--- src/logic/ihpd_consts.svh ---
`ifndef IHPD_CONSTS_SVH
`define IHPD_CONSTS_SVH
`define IHPD_REG_DATA 3'h0
`define IHPD_REG_ERRFEAT 3'h1
`define IHPD_REG_STATUS 3'h7
`define IHPD_CTL_ALTSTAT 3'h6
`define IHPD_NREGS 8
`define IHPD_BYTE_W 8
`define IHPD_WORD_W 16
`define IHPD_ZERO_BYTE 8'h00
`define IHPD_ZERO_WORD 16'h0000
`define IHPD_SYNC_IDLE 2'h3
`endif

--- src/logic/ihpd_pkg.sv ---
package ihpd_pkg;
	typedef enum logic [1:0] {ST_IDLE, ST_READ, ST_WRITE} ihpd_state_e;
	typedef struct packed {
		logic [1:0] sync_a;
		logic [1:0] sync_b;
	} ihpd_sync_s;
endpackage

--- src/logic/ihpd_sync.sv ---
`timescale 1ns/1ps
`include "ihpd_consts.svh"
// two-flop synchroniser for one level
module ihpd_sync
	import ihpd_pkg::*;
(
	// clock and reset
	input wire logic i_ref_clk,
	input wire logic i_nrst,
	// level in and out
	input wire logic i_level,
	output logic o_level
);
	logic [1:0] st_q;
	logic [1:0] st_d;
	always_comb
	begin
		st_d = {st_q[0], i_level};
	end
	always_ff @(posedge i_ref_clk or negedge i_nrst)
	begin
		if (!i_nrst)
			st_q <= `IHPD_SYNC_IDLE;
		else
			st_q <= st_d;
	end
	assign o_level = st_q[1];
endmodule

--- src/logic/ihpd_port.sv ---
`timescale 1ns/1ps
`include "ihpd_consts.svh"
// How it works
// - only address bits 2:0 select one of eight registers
// - first select reaches task file, second reaches alt status/control
// - task file bytes travel on data bits 7:0 only
// - data register moves one sixteen-bit word per strobe
// - write data taken on rising edge of write strobe
// - interrupt request driven active high
// - active-low reset returns port logic to initial state
// - word-transfer indicator low only for data register access
// - pass-diagnostic pin is bidirectional in handshake
// - active/slave-present pin is bidirectional in handshake
// - status read clears interrupt, alternate status read does not
module ihpd_port
	import ihpd_pkg::*;
(
	// clock and reset
	input wire logic i_ref_clk,
	input wire logic i_nrst,
	// host address and selects
	input wire logic [2:0] i_addr,
	input wire logic i_cs0_n,
	input wire logic i_cs1_n,
	input wire logic i_rd_n,
	input wire logic i_wr_n,
	// host data bus
	input wire logic [15:0] i_data,
	output logic [15:0] o_data,
	output logic o_data_oe_n,
	// host status pins
	output logic o_intrq,
	output logic o_iocs16_n,
	output logic o_iordy,
	// master/slave handshake pins
	input wire logic i_pdiag_n,
	output logic o_pdiag_n,
	output logic o_pdiag_oe_n,
	input wire logic i_dasp_n,
	output logic o_dasp_n,
	output logic o_dasp_oe_n,
	// core side
	input wire logic [7:0] i_reg_rdata [`IHPD_NREGS],
	input wire logic [7:0] i_ctl_rdata,
	input wire logic [15:0] i_word_rdata,
	input wire logic i_irq_event,
	input wire logic i_pdiag_drive,
	input wire logic i_dasp_drive,
	output logic o_wr_pulse,
	output logic o_wr_ctl,
	output logic [2:0] o_wr_addr,
	output logic [15:0] o_wr_data,
	output logic o_rd_word_pulse,
	output logic o_pdiag_seen,
	output logic o_dasp_seen
);
	typedef struct packed {
		ihpd_state_e state;
		logic intrq;
		logic [15:0] rdata;
		logic drive;
		logic wr_pulse;
		logic wr_ctl;
		logic [2:0] wr_addr;
		logic [15:0] wr_data;
		logic rd_word;
		logic [2:0] addr_s;
		logic cs0_s;
		logic cs1_s;
		logic [15:0] data_s;
	} ihpd_port_s;

	ihpd_port_s s_q;
	ihpd_port_s s_d;
	logic rd_s;
	logic wr_s;
	logic cs0_sy;
	logic cs1_sy;
	logic pdiag_sy;
	logic dasp_sy;

	function automatic logic is_data_reg(input logic cs0, input logic cs1, input logic [2:0] a);
		is_data_reg = !cs0 && cs1 && (a == `IHPD_REG_DATA);
	endfunction

	// strobe, select and handshake pin sync
	ihpd_sync u_rd (.i_ref_clk(i_ref_clk), .i_nrst(i_nrst), .i_level(i_rd_n), .o_level(rd_s));
	ihpd_sync u_wr (.i_ref_clk(i_ref_clk), .i_nrst(i_nrst), .i_level(i_wr_n), .o_level(wr_s));
	ihpd_sync u_c0 (.i_ref_clk(i_ref_clk), .i_nrst(i_nrst), .i_level(i_cs0_n),
		.o_level(cs0_sy));
	ihpd_sync u_c1 (.i_ref_clk(i_ref_clk), .i_nrst(i_nrst), .i_level(i_cs1_n),
		.o_level(cs1_sy));
	ihpd_sync u_pd (.i_ref_clk(i_ref_clk), .i_nrst(i_nrst), .i_level(i_pdiag_n),
		.o_level(pdiag_sy));
	ihpd_sync u_da (.i_ref_clk(i_ref_clk), .i_nrst(i_nrst), .i_level(i_dasp_n),
		.o_level(dasp_sy));

	always_comb
	begin
		s_d = s_q;
		s_d.wr_pulse = 1'b0;
		s_d.rd_word = 1'b0;
		// address and data held stable by host around strobes; latch address and selects while idle, data while write strobe low
		if (s_q.state == ST_IDLE)
		begin
			s_d.addr_s = i_addr;
			s_d.cs0_s = cs0_sy;
			s_d.cs1_s = cs1_sy;
		end
		if (!wr_s)
			s_d.data_s = i_data;
		unique case (s_q.state)
			ST_IDLE:
			begin
				if (!rd_s && (!cs0_sy || !cs1_sy))
				begin
					s_d.state = ST_READ;
					s_d.drive = 1'b1;
					if (is_data_reg(cs0_sy, cs1_sy, i_addr))
						s_d.rdata = i_word_rdata;
					else if (!cs0_sy)
						s_d.rdata = {`IHPD_ZERO_BYTE, i_reg_rdata[i_addr]};
					else if (i_addr == `IHPD_CTL_ALTSTAT)
						s_d.rdata = {`IHPD_ZERO_BYTE, i_ctl_rdata};
					else
						s_d.rdata = `IHPD_ZERO_WORD;
				end
				else if (!wr_s && (!cs0_sy || !cs1_sy))
					s_d.state = ST_WRITE;
			end
			ST_READ:
			begin
				if (rd_s)
				begin
					s_d.state = ST_IDLE;
					s_d.drive = 1'b0;
					if (is_data_reg(s_q.cs0_s, s_q.cs1_s, s_q.addr_s))
						s_d.rd_word = 1'b1;
					if (!s_q.cs0_s && s_q.addr_s == `IHPD_REG_STATUS)
						s_d.intrq = 1'b0;
				end
			end
			ST_WRITE:
			begin
				if (wr_s)
				begin
					s_d.state = ST_IDLE;
					s_d.wr_pulse = 1'b1;
					s_d.wr_ctl = s_q.cs0_s;
					s_d.wr_addr = s_q.addr_s;
					if (is_data_reg(s_q.cs0_s, s_q.cs1_s, s_q.addr_s))
						s_d.wr_data = s_q.data_s;
					else
						s_d.wr_data = {`IHPD_ZERO_BYTE, s_q.data_s[7:0]};
				end
			end
		endcase
		if (i_irq_event)
			s_d.intrq = 1'b1;
	end

	always_ff @(posedge i_ref_clk or negedge i_nrst)
	begin
		if (!i_nrst)
			s_q <= '{state: ST_IDLE, cs0_s: 1'b1, cs1_s: 1'b1, default: '0};
		else
			s_q <= s_d;
	end

	assign o_data = s_q.rdata;
	assign o_data_oe_n = !s_q.drive;
	assign o_intrq = s_q.intrq;
	assign o_iocs16_n = !is_data_reg(cs0_sy, cs1_sy, i_addr);
	assign o_iordy = 1'b1;
	assign o_pdiag_n = 1'b0;
	assign o_pdiag_oe_n = !i_pdiag_drive;
	assign o_pdiag_seen = !pdiag_sy;
	assign o_dasp_n = 1'b0;
	assign o_dasp_oe_n = !i_dasp_drive;
	assign o_dasp_seen = !dasp_sy;
	assign o_wr_pulse = s_q.wr_pulse;
	assign o_wr_ctl = s_q.wr_ctl;
	assign o_wr_addr = s_q.wr_addr;
	assign o_wr_data = s_q.wr_data;
	assign o_rd_word_pulse = s_q.rd_word;
endmodule

--- config.mk ---
export PLATFORM = sky130hd
export DESIGN_NAME = ihpd_port
export DESIGN_NICKNAME = d
export VERILOG_FILES = /design/src/logic/ihpd_pkg.sv /design/src/logic/ihpd_sync.sv /design/src/logic/ihpd_port.sv
export VERILOG_INCLUDE_DIRS = /design/src /design/src/logic
export SDC_FILE = /design/constraint.sdc
export NUM_CORES = 1
export LEC_CHECK = 0
export BUFFER_PORTS_ARGS = -buffer_cell sky130_fd_sc_hd__buf_2
export CAP_MARGIN = 10
export CORE_MARGIN = 2
export CORE_UTILIZATION = 40
export DETAILED_ROUTE_END_ITERATION = 8
export HOLD_SLACK_MARGIN = 0.02
export PLACE_DENSITY = 0.69
export SYNTH_ARGS = -nofsm -noshare
export SYNTH_HDL_FRONTEND = slang
export SYNTH_SLANG_ARGS = --single-unit
--- constraint.sdc ---
create_clock -name i_ref_clk -period 2.7 [get_ports i_ref_clk]
set_clock_uncertainty 0.15 [all_clocks]
set_input_delay 0.135 -clock i_ref_clk [delete_from_list [all_inputs] [get_ports i_ref_clk]]
set_output_delay 0.135 -clock i_ref_clk [all_outputs]
set_load 0.02 [all_outputs]
==> results.ini <==
[worst_setup_path]
end_kind = output pin
rr_startpoint = u_c1.st_q[1]
cp.arrival_ps = 2080
path_class = flop to output pin
crit_required_ps = 2410
crit_path_max_fanout = 10
r2r_end = o_data[13]
ff2ff_path_depth = 4
reg2reg_slack_ps = 610
start_kind = flop

[cells_and_area]
regArea_mm2 = 0.00189
num_antenna_cells = 0
area_delta_synth_final_pct = 33.0
multi_input_area_mm2 = 0.00148
mostFrequentLayoutCell = buf_2
finalInstanceArea_mm2 = 0.00505
drive_gt1_frac = 0.488
fillers = 795
most-common-layout-cells = 161 x buf_2, 61 x dfrtp_1, 40 x dlygate4sd3_1
nets = 613

[power_and_ir_drop]
vdd_drop_max_v = 0.000425
powerDensity_mw_per_mm2 = 737
leakage_nw = 2.50

[global_route]
grt.met2_usage = 0.322
antenna_found_initial = 0
grt_max_degree = 76
grtUsageTotal = 0.187
top_usage_layer = met2
grt_remaining_overflow = 0
use_met1 = 0.224
grt_pass1_vias = 3114
grt_first_pass_wirelength_um = 14900
grtUsageMet3 = 0.0559

[detailed_routing]
routed_wl_um = 9450
wl_per_cell_um = 15.1
via_count = 3012
drc = 0
drt_first_pass_iters = 4
drt_iter0_drc = 103
ant_nets = 0
vias_per_cell = 4.82

[place]
gp_congestion = 0.925
hpwl_um = 6850
io_buffers = 162
dpl-instance-area_mm2 = 0.00443

[yosys]
ys_seq_area_frac = 0.499
ys_seq_elements = 75
yosysWarnings = 0
netlist_area_mm2 = 0.00380
syn_inst = 331
synthDistinctLibCells = 33
syn_area_per_cell_um2 = 11.5

[clocking]
cts_setup_buffers = 0
clockBufferDepth = 2
cts_hold_buf = 40
htreeDepth = 3
clock-sinks = 75
cts_tree = built
cts_resized = 0
cts_buffers = 9
clkLatencyLatePin_ps = 340
cts.clk_slew.worst_paths_ps = 80
root_buffer = clkbuf_8

[sta]
tns_ps = 0
finalCriticalPeriod_ps = 2360
tightest_slew_ps = 924
rsz0062_at_grt = false
slew_headroom = 0.384
post-route-period-util = 0.875
hold_violations = 0
max_freq_mhz = 423
maxSlewViolCount = 0
setup_viol = 0

[flow_run]
max-cap-violations = 0

[die]
ios = 166
start_util = 0.411
dieHeight_um = 101
fp.dieW_um = 101
die_area_mm2 = 0.0103
rows = 35
core_area_mm2 = 0.00924

[min_path]
holdCritStartpoint = i_ctl_rdata[5]
hp-class = primary input to flop
whs_endpoint = o_data[5]
min_path_cells = 5

[status]
status = completed

-- synth_stat cells, drive strengths merged --
library cell	instances	area share
dfrtp	61	0.40
buf	47	0.091
mux2	33	0.098
nand2	29	0.029
o21ai	27	0.036
a21oi	25	0.033
mux2i	16	0.042
dfstp	14	0.097
clkbuf	13	0.013
a22o	10	0.023
inv	10	0.0099
a2bb2oi	8	0.018
mux4	8	0.047
nand4	8	0.013
ha	4	0.013
nor2	3	0.0072
a21o	2	0.0040
and2	2	0.0033
conb	2	0.0020
a222oi	1	0.0026
and3	1	0.0016
and4b	1	0.0026
nand2b	1	0.0016
nand3	1	0.0013
nor2b	1	0.0016
nor4	1	0.0016
or2	1	0.0016
or4b	1	0.0036
-- how the worst max path moves through the flow --
stage,from,slack (ps),to
after floorplan,u_c1.st_q[1],730,o_data[0]
after global placement,u_c1.st_q[1],690,o_data[7]
after detailed placement,u_c1.st_q[1],610,o_data[4]
after CTS,u_c1.st_q[1],330,o_iocs16_n
after global routing,u_c1.st_q[1],270,o_iocs16_n
final,u_c1.st_q[1],340,o_iocs16_n
-- worst max-delay path, cell delays in order, from the launching register on --
cell and delay (ps):
dfstp_2 560, or4b_4 530, or2_1 410, buf_2 240
-- cell families (layout without fill, tap and decap cells) --
family / after synthesis / after routing / synth area share
compound gates: 73 / 73 / 0.117
buf+inv: 70 / 234 / 0.114
flops: 75 / 75 / 0.499
fa+ha+maj: 4 / 4 / 0.0132
simple gates: 50 / 50 / 0.0688
mux: 57 / 57 / 0.187
other cells: 2 / 3 / 0.00198
-- where the power goes --
group | switching [mW] | internal (mW) | total (mW) | leakage (nW)
clock network | 0.410 | 0.547 | 0.958 | 0.117
logic | 0.670 | 0.533 | 1.20 | 1.47
registers | 0.153 | 1.41 | 1.56 | 0.907
-- layout make-up --
cell class              count  area share
multi-input cells         187       0.292
well taps                 129      0.0319
clock inverters             6      0.0173
flip-flops and latches     75       0.375
clock buffers              10      0.0272
repair buffers            208       0.249
inverters                  10     0.00743
-- flip-flops by register name, summed over array words and instances (netlist names) --
register / count
o_rd_word_pulse: 1
s_q: 24
u_pd.st_q: 2
o_intrq: 1
u_c0.st_q: 2
o_wr_pulse: 1
u_c1.st_q: 2
u_wr.st_q: 2
u_da.st_q: 2
o_wr_ctl: 1
u_rd.st_q: 2
o_wr_addr: 3
o_wr_data: 16
o_data: 16
-- metrics by stage --
stage	setup WS, ps	std cells	hold slack [ps]	total power, mW	util
finish	339	625	136	3.72	0.547
global route	269	625	156	3.95	0.547
floorplan	729	332	-311	2.54	-
CTS	327	625	106	3.77	0.547
global placement	688	569	91.9	2.71	0.479
detailed placement	614	569	91.2	2.75	0.479
-- layer usage --
layer	part of all wire	up-vias
met5	0	-
met4	0.019	0
met3	0.046	16
met2	0.50	87
met1	0.43	1460
li1	-	1449
Power figures use the tool's default switching activity.
